<file path="src/core/ppe_pkg.sv">
// Purpose: shared constants and types for the parallel port engine
// Assumes: 200 MHz sys_clk, host requests on the io_* port
// Notes: offsets are the printed base offsets of the engine registers
package ppe_pkg;
  // ----------------------------------------
  // register offsets from the port base
  // ----------------------------------------
  localparam logic [2:0] OFS_ADDR = 3'h3;
  localparam logic [2:0] OFS_DATA0 = 3'h4;
  localparam int NUM_PORT_REGS = 5;
  localparam logic [7:0] REG_RST = 8'h00;
  localparam logic [7:0] UNMAPPED_DATA = 8'h00;
  localparam logic [7:0] ABORT_DATA = 8'hFF;

  // ----------------------------------------
  // timing
  // ----------------------------------------
  localparam int CLK_PERIOD_NS = 5;
  localparam int TMO_US = 10;
  // longest time, rounded down
  localparam logic [10:0] TMO_CYC = 11'(TMO_US * 1000 / CLK_PERIOD_NS);

  // ----------------------------------------
  // host sync codes
  // ----------------------------------------
  localparam logic [3:0] SYNC_READY = 4'h0;
  localparam logic [3:0] SYNC_LWAIT = 4'h6;
  localparam logic [3:0] SYNC_TAR = 4'hF;

  // ----------------------------------------
  // types
  // ----------------------------------------
  typedef enum logic [1:0] {
    PM_STD = 2'b00,
    PM_V19 = 2'b01,
    PM_V17 = 2'b10
  } ppe_mode_t;

  typedef enum logic [2:0] {
    S_IDLE = 3'b000,
    S_PRE = 3'b001,
    S_SETUP = 3'b010,
    S_STRB = 3'b011,
    S_TERM = 3'b100,
    S_SYNC = 3'b101,
    S_TAR = 3'b110
  } ppe_state_t;

  typedef struct packed {
    logic wr;
    logic [2:0] addr;
    logic [7:0] data;
  } ppe_req_t;
endpackage : ppe_pkg

</file>
<file path="src/core/ppe_engine.sv">
// Purpose: parallel port engine, host requests to interlocked strobe cycles
// Assumes: control bits come from a register on sys_clk, pins are async
// Notes: requests queue in a 16 entry fifo, one cycle runs at a time
`timescale 1ns/1ps

// ----------------------------------------
// request fifo
// ----------------------------------------
module ppe_fifo #(
  parameter int WIDTH = 12,
  parameter int DEPTH = 16
) (
  // clock and reset
  input wire logic sys_clk,
  input wire logic nrst,
  input wire logic ce,
  // fill side
  input wire logic in_valid,
  input wire logic [WIDTH-1:0] in_data,
  output logic in_ready,
  // drain side
  output logic out_valid,
  output logic [WIDTH-1:0] out_data,
  input wire logic out_ready
);
  localparam int AW = $clog2(DEPTH);

  // power of two depth keeps pointer wrap free
  if (DEPTH < 2 || (DEPTH & (DEPTH - 1)) != 0)
  begin : g_chk
    $error("ppe_fifo depth must be a power of two");
  end

  logic [WIDTH-1:0] mem_reg [DEPTH]; // storage
  logic [AW-1:0] wptr_reg; // write index
  logic [AW-1:0] rptr_reg; // read index
  logic [AW:0] cnt_reg; // fill level
  logic [AW:0] cnt_next;
  logic rdy_reg; // registered not-full

  wire push = in_valid & rdy_reg;
  wire pop = out_ready & (cnt_reg != '0);
  assign cnt_next = cnt_reg + {{AW{1'b0}}, push} - {{AW{1'b0}}, pop};
  assign in_ready = rdy_reg;
  assign out_valid = (cnt_reg != '0);
  assign out_data = mem_reg[rptr_reg];

  // pointers and level
  always_ff @(posedge sys_clk or negedge nrst)
  begin
    if (!nrst)
    begin
      wptr_reg <= '0;
      rptr_reg <= '0;
      cnt_reg <= '0;
      rdy_reg <= 1'b1;
    end
    else if (ce)
    begin
      wptr_reg <= wptr_reg + AW'(push);
      rptr_reg <= rptr_reg + AW'(pop);
      cnt_reg <= cnt_next;
      rdy_reg <= (cnt_next != (AW+1)'(DEPTH));
    end
  end

  // storage needs no reset, level guards it
  always_ff @(posedge sys_clk)
  begin
    if (ce && push)
    begin
      mem_reg[wptr_reg] <= in_data;
    end
  end
endmodule : ppe_fifo

// ----------------------------------------
// engine
// ----------------------------------------
module ppe_engine
  import ppe_pkg::*;
#(
  parameter int FIFO_DEPTH = 16
) (
  // clock, reset, enable
  input wire logic sys_clk,
  input wire logic nrst,
  input wire logic ce,
  // configuration
  input wire ppe_mode_t port_mode,
  input wire logic tmo_clr_mode,
  // control register bits
  input wire logic ctrl_strobe,
  input wire logic ctrl_autofeed,
  input wire logic ctrl_init,
  input wire logic ctrl_select,
  input wire logic port_direction_ctrl,
  input wire logic [7:0] std_data,
  // status register events
  input wire logic status_rd_done,
  input wire logic status_wr_one,
  output logic timeout_flag,
  // host io requests
  input wire logic io_valid,
  input wire logic io_write,
  input wire logic [2:0] io_addr,
  input wire logic [7:0] io_wdata,
  output logic io_ready,
  output logic [3:0] lpc_sync,
  output logic lpc_sync_vld,
  output logic [7:0] lpc_rdata,
  // peripheral pins
  input wire logic [7:0] port_bus_in,
  output logic [7:0] port_bus_out,
  output logic port_bus_oe,
  input wire logic peripheral_hold_n,
  output logic data_cycle_strobe_n,
  output logic addr_cycle_strobe_n,
  output logic xfer_out_ind_n,
  output logic bus_dir_out,
  output logic init_out
);
  // ----------------------------------------
  // input synchronisers
  // ----------------------------------------
  logic hold_m_reg; // first stage, read by second only
  logic hold_s_reg; // synchronised hold
  logic [7:0] bus_m_reg;
  logic [7:0] bus_s_reg;

  always_ff @(posedge sys_clk or negedge nrst)
  begin
    if (!nrst)
    begin
      hold_m_reg <= 1'b1;
      hold_s_reg <= 1'b1;
      bus_m_reg <= REG_RST;
      bus_s_reg <= REG_RST;
    end
    else if (ce)
    begin
      hold_m_reg <= peripheral_hold_n;
      hold_s_reg <= hold_m_reg;
      bus_m_reg <= port_bus_in;
      bus_s_reg <= bus_m_reg;
    end
  end

  // ----------------------------------------
  // request queue
  // ----------------------------------------
  ppe_req_t in_req;
  ppe_req_t fifo_q; // head request
  logic fifo_vld;
  logic fifo_rdy;
  ppe_state_t st_reg;
  ppe_state_t st_next;

  assign in_req = '{wr: io_write, addr: io_addr, data: io_wdata};
  // draining only when idle lets the queue really fill
  assign fifo_rdy = (st_reg == S_IDLE);

  ppe_fifo #(
    .WIDTH($bits(ppe_req_t)),
    .DEPTH(FIFO_DEPTH)
  ) u_fifo (
    .sys_clk(sys_clk),
    .nrst(nrst),
    .ce(ce),
    .in_valid(io_valid),
    .in_data(in_req),
    .in_ready(io_ready),
    .out_valid(fifo_vld),
    .out_data(fifo_q),
    .out_ready(fifo_rdy)
  );

  // ----------------------------------------
  // decode
  // ----------------------------------------
  ppe_req_t cur_reg; // request in service
  logic [10:0] wd_reg; // watchdog count
  wire pop = fifo_vld & fifo_rdy;
  wire ppe_req_t cur_next = pop ? fifo_q : cur_reg;
  // offsets below the address port belong elsewhere
  wire hit = (fifo_q.addr >= OFS_ADDR) & (port_mode != PM_STD);
  wire v19 = (port_mode == PM_V19);
  // direction bit set turns a write into a read cycle
  wire eff_wr = (cur_next.wr & ~port_direction_ctrl) | ctrl_strobe;
  wire is_addr = (cur_next.addr == OFS_ADDR);
  wire wd_run = (st_reg == S_PRE) | (st_reg == S_SETUP) | (st_reg == S_STRB);
  wire tmo = wd_run & (wd_reg >= TMO_CYC);

  // ----------------------------------------
  // cycle sequencer
  // ----------------------------------------
  always_comb
  begin
    st_next = st_reg;
    case (st_reg)
      S_IDLE:
      begin
        // v1.9 waits for hold low first, v1.7 goes straight on
        if (fifo_vld)
          st_next = !hit ? S_SYNC : (v19 ? S_PRE : S_SETUP);
      end
      S_PRE:
      begin
        // strobes and indication untouched until hold drops
        if (tmo)
          st_next = S_SYNC;
        else if (!hold_s_reg)
          st_next = S_SETUP;
      end
      S_SETUP:
      begin
        // bus and direction settle a cycle ahead of strobe
        st_next = tmo ? S_SYNC : S_STRB;
      end
      S_STRB:
      begin
        // hold already low or dropping: finish once high
        if (tmo)
          st_next = S_SYNC;
        else if (hold_s_reg)
          st_next = S_TERM;
      end
      S_TERM:
        st_next = S_SYNC;
      S_SYNC:
        st_next = S_TAR;
      S_TAR:
        st_next = S_IDLE;
      default:
        st_next = S_IDLE;
    endcase
  end

  // state, request and watchdog
  always_ff @(posedge sys_clk or negedge nrst)
  begin
    if (!nrst)
    begin
      st_reg <= S_IDLE;
      cur_reg <= '0;
      wd_reg <= '0;
    end
    else if (ce)
    begin
      st_reg <= st_next;
      cur_reg <= cur_next;
      // counts from cycle start, cleared when a new one begins
      wd_reg <= pop ? '0 : (wd_run ? wd_reg + 11'h001 : wd_reg);
    end
  end

  // ----------------------------------------
  // port registers, entry 0 is the address port
  // ----------------------------------------
  logic [7:0] port_reg [NUM_PORT_REGS];
  wire [2:0] cur_idx = cur_reg.addr - OFS_ADDR;
  wire [2:0] q_idx = fifo_q.addr - OFS_ADDR;

  for (genvar k = 0; k < NUM_PORT_REGS; k++)
  begin : g_port
    // written byte on launch, captured byte at strobe release
    wire ld_wr = pop & hit & fifo_q.wr & (q_idx == 3'(k));
    wire ld_rd = (st_reg == S_TERM) & ~eff_wr & (cur_idx == 3'(k));

    always_ff @(posedge sys_clk or negedge nrst)
    begin
      if (!nrst)
        port_reg[k] <= REG_RST;
      else if (ce && ld_wr)
        port_reg[k] <= fifo_q.data;
      else if (ce && ld_rd)
        port_reg[k] <= bus_s_reg;
    end
  end

  // ----------------------------------------
  // host answer
  // ----------------------------------------
  logic [3:0] sync_reg;
  logic sync_vld_reg;
  logic [7:0] rdata_reg;
  logic tmo_reg;

  // wait syncs hold the host until the handshake is done
  wire [3:0] sync_next = (st_next == S_SYNC) ? SYNC_READY :
                         (st_next == S_TAR) ? SYNC_TAR : SYNC_LWAIT;

  // set wins over a clear in the same cycle
  wire tmo_clr = tmo_clr_mode ? status_wr_one : status_rd_done;

  always_ff @(posedge sys_clk or negedge nrst)
  begin
    if (!nrst)
    begin
      sync_reg <= SYNC_TAR;
      sync_vld_reg <= 1'b0;
      rdata_reg <= REG_RST;
      tmo_reg <= 1'b0;
    end
    else if (ce)
    begin
      sync_reg <= sync_next;
      sync_vld_reg <= (st_next != S_IDLE);
      if (tmo)
        rdata_reg <= ABORT_DATA;
      else if (pop && !hit)
        rdata_reg <= UNMAPPED_DATA;
      else if (st_reg == S_TERM)
        rdata_reg <= bus_s_reg;
      if (tmo)
        tmo_reg <= 1'b1;
      else if (tmo_clr)
        tmo_reg <= 1'b0;
    end
  end

  assign lpc_sync = sync_reg;
  assign lpc_sync_vld = sync_vld_reg;
  assign lpc_rdata = rdata_reg;
  assign timeout_flag = tmo_reg;

  // ----------------------------------------
  // pin drivers
  // ----------------------------------------
  logic [7:0] pbo_reg;
  logic pboe_reg;
  logic dstb_n_reg;
  logic astb_n_reg;
  logic ind_n_reg;
  logic dir_reg;
  logic init_reg;

  wire cyc_next = (st_next == S_SETUP) | (st_next == S_STRB) | (st_next == S_TERM);
  wire strb_next = (st_next == S_STRB);
  // outside a cycle the pins are plain control outputs
  wire pboe_next = cyc_next ? eff_wr : ~port_direction_ctrl;
  wire [7:0] pbo_next = cyc_next ? cur_next.data : std_data;
  wire dir_next = cyc_next ? ~eff_wr : port_direction_ctrl;
  wire ind_n_next = cyc_next ? ~eff_wr : ~ctrl_strobe;
  wire dstb_n_next = cyc_next ? ~(strb_next & ~is_addr) : ~ctrl_autofeed;
  wire astb_n_next = cyc_next ? ~(strb_next & is_addr) : ~ctrl_select;

  always_ff @(posedge sys_clk or negedge nrst)
  begin
    if (!nrst)
    begin
      pbo_reg <= REG_RST;
      pboe_reg <= 1'b0;
      dstb_n_reg <= 1'b1;
      astb_n_reg <= 1'b1;
      ind_n_reg <= 1'b1;
      dir_reg <= 1'b0;
      init_reg <= 1'b0;
    end
    else if (ce)
    begin
      pbo_reg <= pbo_next;
      pboe_reg <= pboe_next;
      dstb_n_reg <= dstb_n_next;
      astb_n_reg <= astb_n_next;
      ind_n_reg <= ind_n_next;
      dir_reg <= dir_next;
      init_reg <= ctrl_init;
    end
  end

  assign port_bus_out = pbo_reg;
  assign port_bus_oe = pboe_reg;
  assign data_cycle_strobe_n = dstb_n_reg;
  assign addr_cycle_strobe_n = astb_n_reg;
  assign xfer_out_ind_n = ind_n_reg;
  assign bus_dir_out = dir_reg;
  assign init_out = init_reg;

  // ----------------------------------------
  // checks
  // ----------------------------------------
  // strobe edges made by idle control bits are not cycle strobes
  wire strb_on = (st_reg == S_STRB);
endmodule : ppe_engine

</file>
<file path="config.mk">
export PLATFORM = sky130hd
export DESIGN_NAME = ppe_engine
export DESIGN_NICKNAME = d
export VERILOG_FILES = /design/src/core/ppe_pkg.sv /design/src/core/ppe_engine.sv
export SDC_FILE = /design/constraint.sdc
export NUM_CORES = 1
export LEC_CHECK = 0
export BUFFER_PORTS_ARGS = -buffer_cell sky130_fd_sc_hd__buf_2
export CAP_MARGIN = 10
export CORE_UTILIZATION = 35
export CTS_CLUSTER_DIAMETER = 40
export CTS_CLUSTER_SIZE = 16
export DETAILED_ROUTE_END_ITERATION = 6
export SLEW_MARGIN = 10
export SYNTH_ARGS = -nofsm -noshare
export SYNTH_HDL_FRONTEND = slang
export SYNTH_SLANG_ARGS = --single-unit
</file>
<file path="constraint.sdc">
create_clock -name sys_clk -period 7.3 [get_ports sys_clk]
set_input_delay 1.095 -clock sys_clk [delete_from_list [all_inputs] [get_ports sys_clk]]
set_output_delay 1.095 -clock sys_clk [all_outputs]
set_load 0.02 [all_outputs]
</file>
== Word level (Yosys, flattened, before mapping) ==
Memories as Yosys holds them, arrays and structs flattened.
Cells that the tools add are included.
Operators by class
  multiplexer cells: 28
  $lt $le $gt $ge: 2
  $add $sub $neg: 5
  bitwise operators: 20
  reduce and logical (&&, ||, !) cells: 13
  eq/ne operators: 13
Operators by type and width (count)
  $mux W8: 4
  $mux W11: 2
  $mux W3: 7
  $pmux W3 S6: 1
  $eq A3 B2 Y1 const B: 5
  $eq A3 B3 Y1 const B: 5
  $mux W12: 1
  $add A11 B1 Y11 const B: 1
  $ge A11 B11 Y1 const B: 1
  $mux W1: 10
  $add A4 B1 Y4: 2
  $mux W4: 2
  $not A1 Y1: 8
  $and A1 B1 Y1: 7
  $reduce_and A2 Y1: 3
  $reduce_bool A2 Y1: 3
  $reduce_bool A3 Y1: 2
  $add A5 B1 Y5: 1
  $ne A5 B5 Y1 const B: 1
  $or A1 B1 Y1: 5
  $reduce_bool A5 Y1: 1
  $sub A5 B1 Y5: 1
  $eq A3 B1 Y1 const B: 1
  $ge A3 B2 Y1 const B: 1
  other kinds (5): 6
Storage, ports and cells
  input bits: 43
  output and inout port bits: 29
  logic and storage cells: 106
  register bits: 86
  memory bits (writable): 192
  memories kept: 1
Memories
  u_fifo.mem_reg: words 16, width 12, read ports 1, clocked after Yosys merged registers in 0, wr ports 1, line ppe_engine.sv:34  | logic [WIDTH-1:0] mem_reg [DEPTH];

== Depth between registers and ports, before layout ==
Gate-level depths: netlist of run 1.
  depth after elaboration: 10
  gate-level depth with buffers: 18
  mapped depth without buffers: 16

== Hierarchy ==
From an unflattened synthesis of run 1, not the netlist that was laid out.
Unflattened totals
  cell total of the unflattened synthesis: 767
  area total of the unflattened synthesis: 11657.4 µm²
Modules (own cells, without submodules)
  ppe_fifo: area each 8370.5 µm², cells an instance 456, instances 1, sequential area each 6117.1 µm²
  ppe_engine: area each 3286.9 µm², cells an instance 311, instances 1, sequential area each 1760.4 µm²

== Worst setup path before layout of run 1 ==
OpenSTA, ideal clock, no wires.
  kind: register -> register
  from: register u_fifo.cnt_reg[3]
  to: register u_fifo.rdy_reg (netlist: u_fifo.in_ready)
  path slack: 3.823 ns
  clock period less this slack: 3.477 ns
  arrival: 3.373 ns
  buffers on the path: 2
  cell stages (with the launch flop): 19
  setup time: 0.104 ns
  data required time: 7.196 ns
  cell sequence: dfrtp_1 > inv_1 > ha_1 > nor4b_1 > or3_1 > clkbuf_1 > clkinv_1 > buf_1 > ha_1 > inv_1 > ha_1 > inv_1 > fa_1 > nand2b_1 > a21oi_1 > nor2_1 > xnor2_1 > xor2_1 > a41oi_1
Between the ends
  longest elaborated chain between the ends: 4
  elaborated cells on any way between the ends: 5
  those cells by class: add/sub (2); eq/ne (1); bitwise (1); reduce/logical (1)
Ends and longest elaborated chain
  start: declaration: line ppe_engine.sv:37  | logic [AW:0] cnt_reg;
  start signal: assignment: line ppe_engine.sv:62  | cnt_reg <= cnt_next;
  branches (longest 2 deep; another with $add A5 B1 Y5)
  $sub A5 B1 Y5 *: line ppe_engine.sv:43  | assign cnt_next = cnt_reg + {{AW{1'b0}}, push} - {{AW{1'b0}}, pop};
  $ne A5 B5 Y1 *: line ppe_engine.sv:63  | rdy_reg <= (cnt_next != (AW+1)'(DEPTH));
  end signal: assignment: line ppe_engine.sv:63
  end: declaration: line ppe_engine.sv:39  | logic rdy_reg;
Mark *: on every way between the ends.
A chain may end at the register's enable or synchronous reset.

== Worst setup path in the final report of run 1 ==
Same ends and word-level chain as after synthesis.

==> qor.csv, run 1 <==
metric,value,unit
largest_reg_flops,192,
cts_tree,done,
post_cts_buffers,0,
diodes,0,
min_period,4.03,ns
rsz0062_at_grt,false,
startpoint,u_fifo.cnt_reg[3],
netlist_area,11500,sq um
path_clk_slew,0.05,ns
synth_cells,761,
die_x,183,microns
core_area,32500,sq um
vias,6695,
setup_tns,0,ns
finalHoldViolCount,0,
irDropWorstVdd,0.172,mV
placed_area,12300,sq um
dp_slack,3.23,ns
crit_path_end_kind,register,
synth_area_leaders,"edfxtp_1, dfrtp_1, mux4_2",
fmax,0.248,GHz
seq_area_frac_synth,68.5,%
ctsResizeCount,0,
worstSetupStartpointType,register,
critical_path_required,7.68,ns
critPathArrivalTime,4.42,ns
final_area,13400,sq um
syn_to_final_growth,16.7,%
synth.yosys.warnings,0,
worstHoldStart,cur_reg[8],
synth_edf_count,192,
fin_crit_sh,55.2,%
synth_nets,817,
report.final.setup_viol,0,
power_leakage,0.00488,uW
yosysTopAreaCell,edfxtp_1,
netlist_top_cells_count,"edfxtp_1, dfrtp_1, nor2_1",
fin_cells,1301,
cp_cell_sequence,inv_1 > ha_1 > nor4b_1 > or3_1 > clkinv_1 > ha_1 > inv_1 > ha_1 > inv_1 > fa_1 > nand2b_1 > a21oi_1 > nor2_1 > xnor2_1 > xor2_1 > a41oi_1,
start_util,35.4,%
port_buffers,71,
yosysMostFrequentCell,edfxtp_1,
worst_slack,3.27,ns
max-slew-margin-rel,20.7,%
ys_seq_elements,276,
reg2reg_from,u_fifo.cnt_reg[3],
synthFlopType,edfxtp_1,
grt_use_total,16.0,%
cts_buffers,35,
dp_cells,1238,
grt_pass1_wl,40200,microns
cts_max_path_buffers,3,
dr.pass1.iters,5,
place_congestion,0.805,
drcViolationCount,0,
grt_overflow,0,
async_flop_share,30.4,%
cp_max_fo,20,
min-delay-path-class,reg2reg,
ctsHoldBuffers,0,
die_y,183,microns
avgSynthCellArea,15.1,sq um
synth_top_area_share,50.1,%
status,"complete, no violations",
cap_violations,0,
numClockSinks,276,
wirelength,26200,microns
skew,0.0218,ns
hpwl,16700,microns
htreeDepth,2,
grt_pass1_vias,6688,
routed_via_density,5.15,
cts_root_buf,clkbuf_16,
antenna_found_initial,0,
drtIter0Drc,535,
wire_per_inst,20.1,microns
clock_latency,0.52,ns
worst_pin_slew,1.19,ns
critPathKind,reg2reg,
grt_max_degree,64,
rows,66,
max_stage_delay,0.47,ns
hold_ws,0.475,ns
nNetsFinal,889,
ant_nets,0,
die_area,33600,sq um
num_io_pins,72,
critPathSlowestCell,clkinv_1,
drive_above_1_share,24.2,%
power_density,395,nW/um^2
yosysUniqueCellTypes,56,
slew_viol_final,0,
-- cell type report --
cell class	count	area (sq um)
fill	2992	19000
multi-input combinational	407	3310
inverter	35	131
clock inverter	18	159
tap	442	553
timing repair buffer	78	410
sequential	276	7880
clock buffer	45	966
-- per-stage QoR --
step,util [%],power (uW)
3_3_place_gp,37.8,3650
4_1_cts,41.3,5340
6_report,41.3,5300
5_1_grt,41.3,5590
3_5_place_dp,37.8,3670
2_1_floorplan,-,3220
-- logic make-up after synthesis --
logic type | after synthesis | share of synthesized area (%)
AOI/OAI and AO/OA | 121 | 7.32
xor gates and xnor gates | 18 | 1.37
adders and majority gates | 13 | 1.48
buffers and inverters | 78 | 2.91
DFF | 276 | 68.5
muxes | 92 | 11.8
and+or+nand+nor | 163 | 6.65
-- path summary, 6_finish.rpt --
check | endpoint | slack (ns) | cells after the start
max | u_fifo.in_ready | 3.27 | 16
min | cur_reg[8] | 0.48 | 2
max reg2reg | u_fifo.in_ready | 3.27 | 16
min reg2reg | cur_reg[8] | 0.48 | 2
max in group asynchronous | u_fifo.rptr_reg[0] | 5.63 | 2
min in group asynchronous | bus_m_reg[5] | 0.49 | 1
-- layout by cell type, fill, tap and decap left out, types with 3 or more instances in the layout --
master and count:
a21o_1 4, a21oi_1 16, a221oi_1 16, a22oi_1 11
a31oi_1 19, a41oi_1 3, and2_1 4, buf_2 70
buf_4 8, clkbuf_1 7, clkbuf_16 37, clkinv_1 3
clkinv_4 4, clkinvlp_4 4, dfrtp_1 75, dfstp_2 8
edfxtp_1 192, ha_1 12, inv_1 33, mux2_2 25
mux2i_1 35, mux4_2 32, nand2_1 44, nand2b_1 5
nand3_1 15, nand4_1 13, nand4b_1 3, nor2_1 53
nor2b_1 3, nor3_1 6, nor3_2 4, o21a_1 3
o21ai_0 18, o221ai_1 9, o22ai_1 9, or3_1 3
xnor2_1 13, xor2_1 5
-- per-layer routing --
layer  vias to the layer above  track usage, %  share of wire [%]
met5                         -               0                  0
met4                         0            4.33                1.9
met3                        40            3.85                7.3
met2                       227            26.2                 48
met1                      3362            21.1                 43
li1                       3066               -                  -
-- critical path, delay by kind of cell, from the launching register on --
family                   cells  cell delay, ns
flip-flops                   1            0.37
AND/OR/NAND/NOR              4            1.01
adder cells (fa/ha/maj)      4            1.16
AO/OA/AOI/OAI                2            0.27
XOR/XNOR                     2            0.39
buffers and inverters        4            0.71
-- report_power, final --
| group | leakage (uW) | total, uW | internal, uW | switching, uW |
|---|---|---|---|---|
| Clock | 0.000539 | 1660 | 987 | 673 |
| Combinational | 0.00160 | 1510 | 610 | 903 |
| Sequential | 0.00273 | 2130 | 1920 | 211 |
| Total | 0.00488 | 5300 | 3520 | 1790 |
(Power assumes the default switching activity.)
==> run 2, diff against run 1 <==
Clock period 7.3 ns to 3.89 ns, I/O delays scaled along.
==> run 2 against run 1 <==
  * Sequential cell count unchanged
  * Combinational power increased by 85%
  * Hold slack got worse by 0.31 ns
  * Setup slack got worse by 2.8 ns
  * Total power increased by 89%
  * Critical endpoint unchanged
  * Sequential share of layout area decreased by 0.99 points
  * Largest power group unchanged
  * Wire length decreased by 2.7%
  * Final cell count increased by 2.0%
  * Critical path depth unchanged
  * Largest cell class unchanged
  * Register-to-register slack got worse by 2.8 ns
  * Clock skew increased by 0.0097 ns
  * Core utilization increased by 0.71 points
==> qor.csv, run 2 (same netlist as run 1, synthesis figures left out) <==
metric,value,unit,change
cts_root_buf,clkbuf_16,,
dr.pass1.iters,5,,unchanged
grt_overflow,0,,unchanged
largest_reg_flops,192,,unchanged
nNetsFinal,913,,+2.7%
critPathKind,reg2reg,,
ctsResizeCount,0,,unchanged
rows,66,,unchanged
htreeDepth,2,,unchanged
min_period,3.39,ns,-0.641 ns
wl_met1,12400,microns,+10%
worstSetupStartpointType,register,,
grt_use_total,15.4,%,-0.61 points
hpwl,15900,microns,-4.7%
clock_latency,0.52,ns,about the same
post_cts_buffers,0,,unchanged
syn_to_final_growth,18.7,%,
drcViolationCount,0,,unchanged
skew,0.0315,ns,+0.00969 ns
wl_met2,11400,microns,-9.4%
die_y,183,microns,unchanged
fin_crit_sh,87.1,%,+32 points
wirelength,25500,microns,-2.7%
place_congestion,0.795,,-1.3%
mostFrequentLayoutCell,edfxtp_1,,
hold_ws,0.164,ns,-0.311 ns
irDropWorstVdd,0.363,mV,+110%
grt_max_degree,63,,-1.6%
grt_pass1_wl,39000,microns,-3.0%
top_layer,met4,,
vias,6745,,+0.75%
power_leakage,0.00504,uW,+3.3%
fmax,0.295,GHz,+19%
grt_pass1_vias,6535,,-2.3%
slew_viol_final,0,,unchanged
ant_nets,0,,unchanged
num_io_pins,72,,unchanged
cts_max_path_buffers,3,,unchanged
finalHoldViolCount,0,,unchanged
wire_per_inst,19.2,microns,-4.6%
min-delay-path-class,in2async,,
start_util,35.4,%,unchanged
ctsHoldBuffers,0,,unchanged
die_area,33600,sq um,unchanged
status,"complete, no violations",,
cap_violations,0,,unchanged
path_clk_slew,0.06,ns,about the same
critical_path_required,4.29,ns,-3.39 ns
routed_via_density,5.08,,-1.2%
core_area,32500,sq um,unchanged
antenna_found_initial,0,,unchanged
max-slew-margin-rel,41.8,%,+21 points
worst_pin_slew,0.873,ns,-0.312 ns
drtIter0Drc,412,,-23%
cp_max_fo,8,,-60%
final_cell_mix,"edfxtp_1, dfrtp_1, buf_2",,
critPathArrivalTime,3.79,ns,-0.63 ns
power_density,734,nW/um^2,+86%
cts_tree,done,,
setup_tns,0,ns,unchanged
drive_above_1_share,26.1,%,+1.9 points
cts_buffers,35,,unchanged
die_x,183,microns,unchanged
report.final.setup_viol,0,,unchanged
wl_met3,1350,microns,-30%
numClockSinks,276,,unchanged
rsz0062_at_grt,false,,
crit_path_end_kind,register,,
port_buffers,71,,unchanged
[run 2: cell types whose count changed in the layout (fill, tap and decap cells not counted), moves of 2 or more]
cell / delta
nor2_2: -2
clkinv_4: -4
clkbuf_1: -2
buf_4: +23
inv_6: +4
inv_8: +2
nor2_1: +2
clkinvlp_4: -2
clkbuf_8: +2
[run 2: worst paths after layout]
check	cells past startpoint	startpoint	slack (ns)	endpoint
min in group sys_clk	2	ctrl_select	0.24	addr_cycle_strobe_n
hold reg to reg	2	cur_reg[9]	0.49	cur_reg[9]
hold / removal	1	nrst	0.16	bus_m_reg[6]
max in group asynchronous	2	nrst	2.87	lpc_sync[2]
setup / recovery	16	u_fifo.cnt_reg[3]	0.50	u_fifo.in_ready
setup reg to reg	16	u_fifo.cnt_reg[3]	0.50	u_fifo.in_ready
[run 2: metal layers]
metal  vias to the layer above  GRT usage [%]
met5                         -              0
met1                      3400           23.1
met2                       189           23.3
met4                         0           3.60
met3                        35           2.34
li1                       3121              -
[run 2: stage by stage]
stage	setup slack [ns]	power, uW	utilization [%]	cell area, sq um	cells
6_report	0.500	10000	42.0	13600	1327
5_1_grt	0.0108	10600	42.0	13600	1326
4_1_cts	0.461	10100	42.0	13600	1326
3_5_place_dp	0.481	6910	38.4	12500	1262
3_3_place_gp	0.539	6870	38.4	12500	1262
2_1_floorplan	0.413	6030	-	11500	761
[run 2: where the power goes]
part           switching [uW]  total (uW)  internal (uW)
clock network            1280        3180           1910
registers                 438        4030           3600
logic                    1590        2800           1210
total                    3310       10000           6720
[run 2: worst max-delay path, cell delays in order, from the launching register on]
cell and delay (ns):
dfrtp_1 0.37, inv_1 0.11, ha_1 0.18, nor4b_1 0.33, or3_1 0.34, clkinv_1 0.15
ha_1 0.28, inv_1 0.05, ha_1 0.15, inv_1 0.06, fa_1 0.39, nand2b_1 0.16
a21oi_1 0.14, nor2_1 0.06, xnor2_1 0.20, xor2_1 0.10, a41oi_1 0.23
[run 2: layout make-up]
cell class | count | area (sq um)
Clock buffer | 45 | 986
Timing Repair Buffer | 102 | 603
Sequential cell | 276 | 7880
Inverter | 35 | 131
Clock inverter | 19 | 180
Antenna cell | 1 | 2.50
Multi-Input combinational cell | 407 | 3310
Tap cell | 442 | 553
Fill cell | 2956 | 18800
==> run 3, diff against run 2 <==
Settings changed: CELL_PAD_IN_SITES_DETAIL_PLACEMENT set to 1, CELL_PAD_IN_SITES_GLOBAL_PLACEMENT set to 2, CTS_BUF_LIST set to sky130_fd_sc_hd__clkbuf_16, GPL_ROUTABILITY_DRIVEN set to 0, PLACE_DENSITY_LB_ADDON set to 0.1.
==> run 3 against run 2 <==
  * Sequential share of layout area fell by 0.69 points
  * Clock skew fell by 0.016 ns
  * Via count rose by 1.7%
  * Fmax fell by 4.6%
  * Wire length rose by 16%
  * Clock power rose by 8.8%
  * Count of clock-buffer cells in the layout fell by 3
  * Sequential power fell by 2%
  * Critical endpoint unchanged
  * Die area did not move
  * Total power rose by 3.5%
==> qor.csv, run 3 (same netlist as run 1, synthesis figures left out) <==
metric,value,unit,change
p_comb_share,28.7,%,+0.7 points
cts_buffers,40,,+14%
critPathArrivalTime,3.97,ns,+0.18 ns
core_area,32500,sq um,unchanged
max_stage_delay,0.41,ns,+0.02 ns
dp_cells,1266,,+0.32%
critical_path_required,4.30,ns,about the same
vias,6859,,+1.7%
cap_violations,0,,unchanged
grt_max_degree,43,,-32%
dp_slack,0.349,ns,-0.132 ns
cp.buffers_inverters,4,,unchanged
largest_reg_flops,192,,unchanged
crit_path_end_kind,register,,
p_clk_share,33.4,%,+1.6 points
path_delay_family,adder cells,,
setup_tns,0,ns,unchanged
start_util,35.4,%,unchanged
grt_pass1_vias,7465,,+14%
die_y,183,microns,unchanged
critPathKind,reg2reg,,
worstSetupStartpointType,register,,
fmax,0.282,GHz,-4.6%
switching_share,33.2,%,+0.25 points
min-delay-path-class,in2async,,
p_int,6920,uW,+3.1%
report.final.setup_viol,0,,unchanged
wire_per_inst,22.1,microns,+15%
nNetsFinal,922,,+0.99%
finalHoldViolCount,0,,unchanged
slew_viol_final,0,,unchanged
syn_to_final_growth,20.1,%,
htreeDepth,2,,unchanged
min_period,3.55,ns,+0.162 ns
routed_via_density,5.11,,+0.63%
cp_max_fo,8,,unchanged
ctsHoldBuffers,0,,unchanged
cts_max_path_buffers,3,,unchanged
drcViolationCount,0,,unchanged
total_power,10400,uW,+3.5%
die_area,33600,sq um,unchanged
ctsResizeCount,0,,unchanged
fin_cells,1341,,+1.1%
antenna_found_initial,0,,unchanged
r2r_cells,16,,unchanged
drtIter0Drc,322,,-22%
irDropWorstVdd,0.329,mV,-9.2%
seqPwrFrac,37.9,%,-2.4 points
fin_crit_sh,91.3,%,+4.2 points
clock_latency,0.52,ns,about the same
final_cell_mix,"edfxtp_1, dfrtp_1, buf_2",,
status,"complete, no violations",,
num-fill-cells,3260,,+10%
rsz0062_at_grt,false,,
reg2reg_slack,0.34,ns,-0.16 ns
die_x,183,microns,unchanged
grt_use_total,18.2,%,+2.8 points
cp.depth,16,,unchanged
cp_cell_sequence,inv_1 > ha_1 > nor4b_1 > or3_1 > clkinv_1 > ha_1 > inv_1 > ha_1 > inv_1 > fa_1 > nand2b_1 > a21oi_1 > nor2_1 > xnor2_1 > xor2_1 > a41oi_1,,
skew,0.0157,ns,-0.0159 ns
grt_overflow,0,,unchanged
num_io_pins,72,,unchanged
worst_slack,0.338,ns,-0.162 ns
numClockSinks,276,,unchanged
dr.pass1.iters,4,,-1
rows,66,,unchanged
hpwl,19500,microns,+22%
grt_pass1_wl,45100,microns,+16%
post_cts_buffers,0,,unchanged
ant_nets,0,,unchanged
cts_root_buf,clkbuf_16,,
worst_pin_slew,1.03,ns,+0.155 ns
port_buffers,71,,unchanged
path_clk_slew,0.05,ns,about the same
critPathSlowestCell,nor4b_1,,
wirelength,29600,microns,+16%
mostFrequentLayoutCell,edfxtp_1,,
p_switching,3450,uW,+4.3%
power_density,751,nW/um^2,+2.2%
drive_above_1_share,27.4,%,+1.3 points
cts_tree,done,,
max-slew-margin-rel,31.3,%,-10 points
power_leakage,0.00514,uW,+2.0%
-- run 3: cell count changes in the layout (fill, tap and decap cells not counted), moves of 3 or more --
cell	change
clkbuf_8	-3
clkbuf_1	-5
clkinvlp_4	+3
clkinv_2	+5
inv_1	+5
inv_8	-4
clkbuf_16	+5
buf_4	+5
clkinv_4	+4
-- run 3: through the flow --
stage | hold slack [ns] | instance area, sq um | utilization, %
after global placement | 0.472 | 12500 | 38.5
after global routing | 0.124 | 13800 | 42.5
after CTS | 0.0980 | 13800 | 42.5
final | 0.0913 | 13800 | 42.6
after floorplan | 0.288 | 11500 | -
after detailed placement | 0.476 | 12500 | 38.5
-- run 3: path summary, 6_finish.rpt --
kind	startpoint	to
max in group asynchronous	nrst	cur_reg[1]
max	u_fifo.cnt_reg[2]	u_fifo.in_ready
max reg2reg	u_fifo.cnt_reg[2]	u_fifo.in_ready
min reg2reg	cur_reg[9]	cur_reg[9]
min in group sys_clk	ctrl_select	addr_cycle_strobe_n
min	nrst	u_fifo.rptr_reg[0]
-- run 3: final cells by class --
cell class	instances	area [sq um]	area share (%)
antenna	1	2.50	0.0181
clock buffer	42	1050	7.61
clock inverter	32	263	1.90
inverter	35	131	0.951
multi-input combinational	407	3310	23.9
sequential	276	7880	57.1
tap	442	553	4.00
timing repair buffer	106	621	4.49
-- run 3: routing by layer --
metal | part of all wire (%) | routed length, microns | up-vias | global-route usage, %
li1 | - | - | 3140 | -
met2 | 51 | 15000 | 137 | 32.2
met1 | 43 | 12800 | 3528 | 22.6
met5 | 0 | 0 | - | 0
met4 | 2.5 | 733 | 0 | 5.77
met3 | 3.8 | 1130 | 54 | 2.88
-- run 3: power groups by stage --
| stage | logic, uW | clock network [uW] | registers, uW |
|---|---|---|---|
| after floorplan | 2050 | 0 | 3990 |
| after global placement | 2950 | 0 | 3970 |
| after detailed placement | 3010 | 0 | 3990 |
| after CTS | 3030 | 3570 | 3940 |
| after global routing | 3280 | 3670 | 4000 |
| final | 2980 | 3460 | 3930 |
-- run 3: worst register-to-register path: cells and delay by family (launching register included) --
family,cells,cell delay (ns)
adder cells (fa/ha/maj),4,1.04
buffers and inverters,4,0.39
flip-flops,1,0.39
XOR/XNOR,2,0.38
AND/OR/NAND/NOR,4,1.00
AO/OA/AOI/OAI,2,0.26
